<file path="src/hw/alk_pkg.sv">
// Constants for the PLL lock detector control block.
package alk_pkg;

	// Register byte offsets.
	localparam logic [7:0] ALK_OFF_THIRD_POLE = 8'h00;
	localparam logic [7:0] ALK_OFF_LOCK_CFG   = 8'h04;
	localparam logic [7:0] ALK_OFF_THRESH     = 8'h08;
	localparam logic [7:0] ALK_OFF_STATUS     = 8'h0C;
	localparam logic [7:0] ALK_OFF_EVENT      = 8'h10;
	localparam logic [7:0] ALK_OFF_MASK       = 8'h14;

	// Third pole register fields.
	localparam int ALK_TP_BYP_BIT = 7;
	localparam int ALK_TP_RES_LSB = 4;
	localparam int ALK_TP_CAP_LSB = 0;

	// Lock detector configuration fields.
	localparam int ALK_LC_RAW_PIN_BIT = 9;
	localparam int ALK_LC_PREC_EN_BIT = 8;
	localparam int ALK_LC_TIMER_LSB   = 6;
	localparam int ALK_LC_STICKY_BIT  = 5;
	localparam int ALK_LC_CALBYP_BIT  = 4;
	localparam int ALK_LC_DISABLE_BIT = 3;
	localparam int ALK_LC_FILT_LSB    = 0;

	// Threshold register fields.
	localparam int ALK_TH_HIGH_LSB = 4;
	localparam int ALK_TH_LOW_LSB  = 0;

	// Status and event bit positions.
	localparam int ALK_ST_LOCK_BIT   = 0;
	localparam int ALK_ST_RAW_BIT    = 1;
	localparam int ALK_ST_CAL_BIT    = 2;
	localparam int ALK_ST_DETEN_BIT  = 3;
	localparam int ALK_EV_LOL_BIT    = 0;

	// Reset values.
	localparam logic [2:0] ALK_RST_TP_RES  = 3'h3;
	localparam logic [2:0] ALK_RST_TP_CAP  = 3'h7;
	localparam logic       ALK_RST_PREC_EN = 1'h1;
	localparam logic [1:0] ALK_RST_TIMER   = 2'h2;
	localparam logic [2:0] ALK_RST_FILT    = 3'h0;
	localparam logic [3:0] ALK_RST_TH_HIGH = 4'h8;
	localparam logic [3:0] ALK_RST_TH_LOW  = 4'h8;

	// Debounce intervals in system clock cycles.
	localparam logic [15:0] ALK_TIMER_CYC_1 = 16'h023A;
	localparam logic [15:0] ALK_TIMER_CYC_2 = 16'h1644;
	localparam logic [15:0] ALK_TIMER_CYC_3 = 16'hDEA8;

	// Debounce qualifier states.
	typedef enum logic [2:0] {
		ALK_DEB_OFF  = 3'b001,
		ALK_DEB_WAIT = 3'b010,
		ALK_DEB_LOCK = 3'b100
	} alk_deb_state_e;

endpackage

</file>
<file path="src/hw/alk_deb_if.sv">
// Link between the control top and the lock debounce qualifier.
`timescale 1ns/1ps
`default_nettype none
interface alk_deb_if;
	logic       raw_lock;
	logic       det_enable;
	logic [1:0] timer_code;
	logic       qualified;

	modport ctl (output raw_lock, output det_enable, output timer_code, input qualified);
	modport deb (input raw_lock, input det_enable, input timer_code, output qualified);
endinterface
`default_nettype wire

</file>
<file path="src/hw/alk_debounce.sv">
// Lock debounce qualifier: raw lock must stay high for the chosen interval.
`timescale 1ns/1ps
`default_nettype none
module alk_debounce
	import alk_pkg::*;
#(
	parameter logic [15:0] TIMER_CYC_2 = ALK_TIMER_CYC_2,
	parameter logic [15:0] TIMER_CYC_3 = ALK_TIMER_CYC_3
) (
	// Clock and reset.
	input  wire logic pclk,
	input  wire logic presetn,
	// Qualifier link.
	alk_deb_if.deb    dl
);
	alk_deb_state_e state;
	alk_deb_state_e next_state;
	logic [15:0]    count;
	logic [15:0]    next_count;
	logic [15:0]    interval;
	wire            raw_ok = dl.raw_lock & dl.det_enable;

	assign interval = (dl.timer_code == 2'h0) ? 16'h0000 :
	                  (dl.timer_code == 2'h1) ? ALK_TIMER_CYC_1 :
	                  (dl.timer_code == 2'h2) ? TIMER_CYC_2 : TIMER_CYC_3;

	// A drop of the raw lock restarts the interval from zero.
	always_comb begin
		next_state = state;
		next_count = count;
		case (state)
			ALK_DEB_OFF: begin
				next_count = 16'h0000;
				if (raw_ok && interval == 16'h0000) begin
					next_state = ALK_DEB_LOCK;
				end else if (raw_ok) begin
					next_state = ALK_DEB_WAIT;
					next_count = 16'h0001;
				end
			end
			ALK_DEB_WAIT: begin
				if (!raw_ok) begin
					next_state = ALK_DEB_OFF;
					next_count = 16'h0000;
				end else if (count >= interval) begin
					next_state = ALK_DEB_LOCK;
				end else begin
					next_count = count + 16'h0001;
				end
			end
			ALK_DEB_LOCK: begin
				if (!raw_ok) begin
					next_state = ALK_DEB_OFF;
					next_count = 16'h0000;
				end
			end
			default: begin
				next_state = ALK_DEB_OFF;
				next_count = 16'h0000;
			end
		endcase
	end

	always_ff @(posedge pclk or negedge presetn) begin
		if (!presetn) begin
			state <= ALK_DEB_OFF;
			count <= 16'h0000;
		end else begin
			state <= next_state;
			count <= next_count;
		end
	end

	assign dl.qualified = (state == ALK_DEB_LOCK);
endmodule
`default_nettype wire

</file>
<file path="src/hw/alk_lock_ctrl.sv">
// PLL lock detector control: registers, lock qualification and status pin.
//
// What this block does
// - Third-pole resistor select sits in bits 6:4, resets to 0x3.
// - Third-pole capacitor select sits in bits 2:0, resets to 0x7.
// - Raw-lock-to-pin bit routes the undebounced selected lock to the status pin.
// - Precision detector enable, reset one, selects the precision lock source.
// - Debounce code 0..3 gives 0, 570, 5700, 57000 cycles; resets to 2.
// - Sticky lock select holds qualified lock after its first assertion.
// - Without calibration bypass, detection waits for VCO calibration done.
// - Detector-disable bit forces the lock signal asserted.
// - Lock detect filter resistor select, three bits, resets to zero.
// - Precision high threshold in bits 7:4 resets to 0x8.
// - Precision low threshold in bits 3:0 resets to 0x8.
// - Locked-to-unlocked transition sets sticky loss-of-lock flag, write one clears.
// - Calibration done reads zero during calibration, one after; it gates detection.
//
// The placing of the registers and the APB register port were left to the implementer.
`timescale 1ns/1ps
`default_nettype none
module alk_lock_ctrl
	import alk_pkg::*;
#(
	parameter logic [15:0] TIMER_CYC_2 = ALK_TIMER_CYC_2,
	parameter logic [15:0] TIMER_CYC_3 = ALK_TIMER_CYC_3
) (
	// Clock and reset.
	input  wire logic       pclk,
	input  wire logic       presetn,
	// APB slave.
	input  wire logic       psel,
	input  wire logic       penable,
	input  wire logic       pwrite,
	input  wire logic [7:0] paddr,
	input  wire logic [31:0] pwdata,
	output logic [31:0]     prdata,
	output logic            pready,
	output logic            pslverr,
	// Analog lock comparators and calibration status.
	input  wire logic       orig_lock_raw,
	input  wire logic       precision_lock_raw,
	input  wire logic       vco_cal_done,
	// Analog configuration outputs.
	output logic            third_pole_bypass,
	output logic [2:0]      third_pole_resistor_sel,
	output logic [2:0]      third_pole_capacitor_sel,
	output logic            precision_detector_en,
	output logic [2:0]      lock_filter_res_sel,
	output logic [3:0]      precision_high_threshold,
	output logic [3:0]      precision_low_threshold,
	output logic            lock_detect_enable,
	// Status pin and interrupt.
	output logic            lock_status_pin,
	output logic            irq
);

	function automatic logic hit(input logic [7:0] addr, input logic [7:0] offset);
		hit = (addr == offset);
	endfunction

	// Configuration registers.
	logic       tp_bypass;
	logic [2:0] tp_res;
	logic [2:0] tp_cap;
	logic       raw_to_pin;
	logic       prec_en;
	logic [1:0] timer_code;
	logic       sticky_sel;
	logic       cal_bypass;
	logic       det_disable;
	logic [2:0] filt_sel;
	logic [3:0] th_high;
	logic [3:0] th_low;
	logic       evt_lol;
	logic       mask_lol;

	// Synchronisers for the analog inputs.
	logic [1:0] orig_sync;
	logic [1:0] prec_sync;
	logic [1:0] cal_sync;

	// Lock path state.
	logic       sticky_hold;
	logic       lock_prev;

	alk_deb_if deb_link ();

	// Bus decode.
	wire        setup_ph    = psel & ~penable;
	wire        access_ph   = psel & penable;
	wire        wr_en       = access_ph & pwrite;
	wire        sel_tp      = hit(paddr, ALK_OFF_THIRD_POLE);
	wire        sel_lc      = hit(paddr, ALK_OFF_LOCK_CFG);
	wire        sel_th      = hit(paddr, ALK_OFF_THRESH);
	wire        sel_st      = hit(paddr, ALK_OFF_STATUS);
	wire        sel_ev      = hit(paddr, ALK_OFF_EVENT);
	wire        sel_mk      = hit(paddr, ALK_OFF_MASK);
	wire        mapped      = sel_tp | sel_lc | sel_th | sel_st | sel_ev | sel_mk;

	// Lock path signals.
	wire        orig_s      = orig_sync[1];
	wire        prec_s      = prec_sync[1];
	wire        cal_done_s  = cal_sync[1];
	wire        raw_sel     = prec_en ? prec_s : orig_s;
	wire        det_en      = cal_bypass | cal_done_s;
	wire        deb_lock    = deb_link.qualified;
	wire        lock_now    = det_disable | deb_lock | sticky_hold;
	wire        lol_set     = lock_prev & ~lock_now;
	wire        lol_clr     = wr_en & sel_ev & pwdata[ALK_EV_LOL_BIT];

	// Read data assembled per register.
	wire [31:0] rd_tp = {24'h000000, tp_bypass, tp_res, 1'b0, tp_cap};
	wire [31:0] rd_lc = {22'h0, raw_to_pin, prec_en, timer_code, sticky_sel,
	                     cal_bypass, det_disable, filt_sel};
	wire [31:0] rd_th = {24'h000000, th_high, th_low};
	wire [31:0] rd_st = {28'h0000000, det_en, cal_done_s, raw_sel, lock_now};
	wire [31:0] rd_ev = {31'h0, evt_lol};
	wire [31:0] rd_mk = {31'h0, mask_lol};
	wire [31:0] rd_mux = sel_tp ? rd_tp :
	                     sel_lc ? rd_lc :
	                     sel_th ? rd_th :
	                     sel_st ? rd_st :
	                     sel_ev ? rd_ev :
	                     sel_mk ? rd_mk : 32'h00000000;

	// Qualifier hookup.
	assign deb_link.raw_lock   = raw_sel;
	assign deb_link.det_enable = det_en & ~det_disable;
	assign deb_link.timer_code = timer_code;

	alk_debounce #(
		.TIMER_CYC_2 (TIMER_CYC_2),
		.TIMER_CYC_3 (TIMER_CYC_3)
	) u_debounce (
		.pclk    (pclk),
		.presetn (presetn),
		.dl      (deb_link)
	);

	// Two flip-flops before any logic reads an analog input.
	always_ff @(posedge pclk or negedge presetn) begin
		if (!presetn) begin
			orig_sync <= 2'h0;
			prec_sync <= 2'h0;
			cal_sync  <= 2'h0;
		end else begin
			orig_sync <= {orig_sync[0], orig_lock_raw};
			prec_sync <= {prec_sync[0], precision_lock_raw};
			cal_sync  <= {cal_sync[0], vco_cal_done};
		end
	end

	// Third pole register.
	always_ff @(posedge pclk or negedge presetn) begin
		if (!presetn) begin
			tp_bypass <= 1'b0;
			tp_res    <= ALK_RST_TP_RES;
			tp_cap    <= ALK_RST_TP_CAP;
		end else if (wr_en && sel_tp) begin
			tp_bypass <= pwdata[ALK_TP_BYP_BIT];
			tp_res    <= pwdata[ALK_TP_RES_LSB +: 3];
			tp_cap    <= pwdata[ALK_TP_CAP_LSB +: 3];
		end
	end

	// Lock detector configuration register.
	always_ff @(posedge pclk or negedge presetn) begin
		if (!presetn) begin
			raw_to_pin  <= 1'b0;
			prec_en     <= ALK_RST_PREC_EN;
			timer_code  <= ALK_RST_TIMER;
			sticky_sel  <= 1'b0;
			cal_bypass  <= 1'b0;
			det_disable <= 1'b0;
			filt_sel    <= ALK_RST_FILT;
		end else if (wr_en && sel_lc) begin
			raw_to_pin  <= pwdata[ALK_LC_RAW_PIN_BIT];
			prec_en     <= pwdata[ALK_LC_PREC_EN_BIT];
			timer_code  <= pwdata[ALK_LC_TIMER_LSB +: 2];
			sticky_sel  <= pwdata[ALK_LC_STICKY_BIT];
			cal_bypass  <= pwdata[ALK_LC_CALBYP_BIT];
			det_disable <= pwdata[ALK_LC_DISABLE_BIT];
			filt_sel    <= pwdata[ALK_LC_FILT_LSB +: 3];
		end
	end

	// Precision threshold register.
	always_ff @(posedge pclk or negedge presetn) begin
		if (!presetn) begin
			th_high <= ALK_RST_TH_HIGH;
			th_low  <= ALK_RST_TH_LOW;
		end else if (wr_en && sel_th) begin
			th_high <= pwdata[ALK_TH_HIGH_LSB +: 4];
			th_low  <= pwdata[ALK_TH_LOW_LSB +: 4];
		end
	end

	// Mask register.
	always_ff @(posedge pclk or negedge presetn) begin
		if (!presetn) begin
			mask_lol <= 1'b0;
		end else if (wr_en && sel_mk) begin
			mask_lol <= pwdata[ALK_EV_LOL_BIT];
		end
	end

	// A new loss of lock in the clearing cycle keeps the flag set.
	always_ff @(posedge pclk or negedge presetn) begin
		if (!presetn) begin
			evt_lol <= 1'b0;
		end else begin
			evt_lol <= lol_set | (evt_lol & ~lol_clr);
		end
	end

	// Sticky hold and the previous lock value for edge detection.
	always_ff @(posedge pclk or negedge presetn) begin
		if (!presetn) begin
			sticky_hold <= 1'b0;
			lock_prev   <= 1'b0;
		end else begin
			sticky_hold <= sticky_sel & (sticky_hold | deb_lock);
			lock_prev   <= lock_now;
		end
	end

	// Read data is captured in the setup phase so it stands from a register.
	always_ff @(posedge pclk or negedge presetn) begin
		if (!presetn) begin
			prdata <= 32'h00000000;
		end else if (setup_ph && !pwrite) begin
			prdata <= rd_mux;
		end
	end

	// The pin carries either the raw selected lock or the qualified lock.
	always_ff @(posedge pclk or negedge presetn) begin
		if (!presetn) begin
			lock_status_pin <= 1'b0;
		end else begin
			lock_status_pin <= raw_to_pin ? raw_sel : lock_now;
		end
	end

	assign pready                   = 1'b1;
	assign pslverr                  = access_ph & ~mapped;
	assign irq                      = evt_lol & mask_lol;
	assign third_pole_bypass        = tp_bypass;
	assign third_pole_resistor_sel  = tp_res;
	assign third_pole_capacitor_sel = tp_cap;
	assign precision_detector_en    = prec_en;
	assign lock_filter_res_sel      = filt_sel;
	assign precision_high_threshold = th_high;
	assign precision_low_threshold  = th_low;
	assign lock_detect_enable       = det_en & ~det_disable;

endmodule
`default_nettype wire

</file>
<file path="config.mk">
export PLATFORM = sky130hd
export DESIGN_NAME = alk_lock_ctrl
export DESIGN_NICKNAME = d
export VERILOG_FILES = /design/src/hw/alk_pkg.sv /design/src/hw/alk_deb_if.sv /design/src/hw/alk_debounce.sv /design/src/hw/alk_lock_ctrl.sv
export SDC_FILE = /design/constraint.sdc
export NUM_CORES = 1
export LEC_CHECK = 0
export ABC_AREA = 1
export BUFFER_PORTS_ARGS = -buffer_cell sky130_fd_sc_hd__buf_2
export CORE_ASPECT_RATIO = 1.2
export CORE_MARGIN = 5
export CORE_UTILIZATION = 55
export DETAILED_ROUTE_END_ITERATION = 10
export PLACE_DENSITY = 0.88
export SLEW_MARGIN = 20
export SYNTH_ARGS = -nofsm -noshare
export SYNTH_HDL_FRONTEND = slang
export SYNTH_SLANG_ARGS = --single-unit
</file>
<file path="constraint.sdc">
create_clock -name pclk -period 3.7 [get_ports pclk]
set_clock_uncertainty 0.1 [all_clocks]
set_input_delay 0.555 -clock pclk [delete_from_list [all_inputs] [get_ports pclk]]
set_output_delay 0.555 -clock pclk [all_outputs]
set_load 0.02 [all_outputs]
</file>
==> impl_metrics.yaml <==
cells_and_area:
  area_delta_synth_final_pct: 12.1
  mostFrequentLayoutCells: "nand2_1 (170), buf_2 (58), dfrtp_1 (55)"
  layout_commonest_cell: "nand2_1"
  antennaDiodeCount: 0
  final-seq-area_mm2: 0.00164
  stdcell_count: 653
  multi_input_area_mm2: 0.00195
  final_nets: 623
  layout-drive-gt1-share_pct: 24.6
  num-fill-cells: 549
  fin_util_pct: 64.1
clock_network:
  cts.clk_slew.worst_paths_ps: 80
  cts-root-buf: "clkbuf_8"
  hold_buffers: 0
  clock_latency_ps: 350
  post_cts.repair.setup_buffers: 0
  cts_resized: 0
  clockBufferDepth: 2
  cts_tree: "built"
  numCtsBuffers: 9
  htreeDepth: 3
  clock_sinks: 65
setup_path:
  path_cells: "nand2_1 -> ha_1 -> a21oi_1 -> o21ai_0 -> nor2_1 -> nand2_1 -> nand2_1 -> nand2_2 -> nand2_1 -> nand2_1"
  cp_common_cell: "nand2_1"
  critPathTopFamily: "simple AND/OR/NAND/NOR gates"
  critPathRequiredTime_ps: 3830
  crit_type: "reg2reg"
  startpoint_type: "flop"
  worstPathMaxFanout: 15
  crit_buf_inv: 0
  worstSetupEndpointType: "flop"
  cp_slowest_stage_delay_ps: 580
  slowest_stage: "dfstp_2"
  arrival_ps: 2400
outcome:
  status: "completed"
place:
  dp.cells: 637
  gp_congestion: 0.906
  dp_hpwl_um: 6770
  numPortBuffers: 58
  dp_slack_ps: 1440
global_routing:
  grt_max_degree: 38
  grt_pass1_wl_um: 15100
  antenna_found_initial: 0
  overflow: 0
  first_global_vias: 3363
  grt.total_usage_pct: 21.4
detailed_routing:
  drt_iter0_drc: 172
  routed_wl_um: 9080
  drc_errors: 0
  firstDrtPassIters: 7
  routedWlPerCell_um: 13.9
  routed_via_density: 5.31
  vias: 3470
  ant_nets: 0
die:
  die_width_um: 87.3
  placementRows: 33
  initial_core_util_pct: 57.2
  ios: 104
  die_y_um: 103
  core_area_mm2: 0.00690
  dieArea_mm2: 0.00897
timing:
  setup_viol_count_final: 0
  fmax_mhz: 441
  tns_ps: 0
  rsz0062_at_grt: "false"
  fin_crit_sh_pct: 61.3
  tightest_slew_ps: 790
  finalHoldViolCount: 0
  slew_headroom_pct: 47.3
  maxSlewViolCount: 0
  min_period_ps: 2270
  final.setup.worst_slack_ps: 1430
yosys:
  synth_top_area_share_pct: 34.9
  ys.warnings.count: 0
  synth_area_mm2: 0.00394
  synth_top_cell_by_area: "dfrtp_1"
  syn_avg_cell_area_um2: 7.87
  ys_top_cells_by_area: "dfrtp_1 (35%), nand2_1 (16%), dfstp_2 (6.7%)"
  seq_area_frac_synth_pct: 41.6
  postSynthCellCount: 501
  synth.distinct_cells: 46
  ys_ff_latch: 65
power_and_ir_drop:
  powerDensity_mw_per_mm2: 360
  power_uw: 1590
  ir_drop_mv: 0.167
  power_leakage_uw: 0.00228
job:
  max_cap_viol_count: 0
hold_path:
  hold_class: "in2async"
synthesized netlist by cell type, drive strengths merged:
library cell  count
nand2           178
dfrtp            55
nor2             45
or2               3
mux2i             1
nand3b            1
nand4             8
a21oi             8
nand3            26
o31ai             1
inv              47
o21ai            36
xnor2             2
conb              2
nor4              4
nor3             14
and2              2
buf              30
a31o              1
a21o              1
o211ai            2
xor2              4
clkbuf            2
a21boi            1
o21bai            2
dfstp            10
ha               14
o21a              1
metal layers:
layer | GRT usage, % | routed length (um) | share of wire [%]
met5 | 0 | 0 | 0
met1 | 24.9 | 3590 | 40
met2 | 36.3 | 4560 | 50
met3 | 4.00 | 590 | 6.5
met4 | 13.2 | 343 | 3.8
cells by family after synthesis:
family,synth area share [%]
compound gates,9.04
xor+xnor,1.33
fa+ha+maj,4.44
buf+inv,10.9
flops,41.6
mux,0.254
other cells,0.190
simple gates,32.3
per-stage QoR:
step / hold WS [ps] / cell area, um^2
after detailed placement: 236 / 4190
after CTS: 191 / 4420
after global placement: 234 / 4190
final: 180 / 4420
after floorplan: 159 / 4020
after global routing: 194 / 4420
cell type report:
type,count,share of cell area (%)
timing repair buffer,60,6.91
sequential,65,37.1
clock inverter,7,2.35
inverter,47,4.16
tap,87,2.46
multi-input combinational,378,44.2
clock buffer,9,2.80
worst register-to-register path, delay by kind of cell (launching register included):
family,cells,cell delay [ps]
and+or+nand+nor,7,900
AOI/OAI and AO/OA,2,230
DFF,1,580
adders and majority gates,1,350
worst paths after layout:
| check | slack, ps | depth (start not counted) | to | start |
|---|---|---|---|---|
| max | 1430 | 10 | u_debounce.count[4]$_DFFE_PN0P_ | deb_link.timer_code[1]$_DFFE_PN1P_ |
| min | 180 | 1 | lock_prev$_DFF_PN0_ | presetn |
| max reg2reg | 1430 | 10 | u_debounce.count[4]$_DFFE_PN0P_ | deb_link.timer_code[1]$_DFFE_PN1P_ |
| min reg2reg | 250 | 0 | prec_sync[1]$_DFF_PN0_ | prec_sync[0]$_DFF_PN0_ |
| max in group asynchronous | 2490 | 2 | third_pole_resistor_sel[1]$_DFFE_PN1P_ | presetn |
| min in group pclk | 210 | 1 | cal_sync[0]$_DFF_PN0_ | vco_cal_done |
where the power goes:
| group | internal (uW) | total, uW | switching (uW) | leakage, uW |
|---|---|---|---|---|
| clock network | 386 | 693 | 307 | 0.000108 |
| logic | 41.1 | 154 | 113 | 0.00133 |
| registers | 732 | 743 | 11.2 | 0.000844 |
flip-flops by register name (all words and copies together) (netlist names), 3 cells and up:
register and flops:
u_debounce.count 16, prdata 10, precision_high_threshold 4, precision_low_threshold 4
lock_filter_res_sel 3, third_pole_capacitor_sel 3, third_pole_resistor_sel 3, u_debounce.state 3
Note: power is estimated with default switching activity, not from simulation.
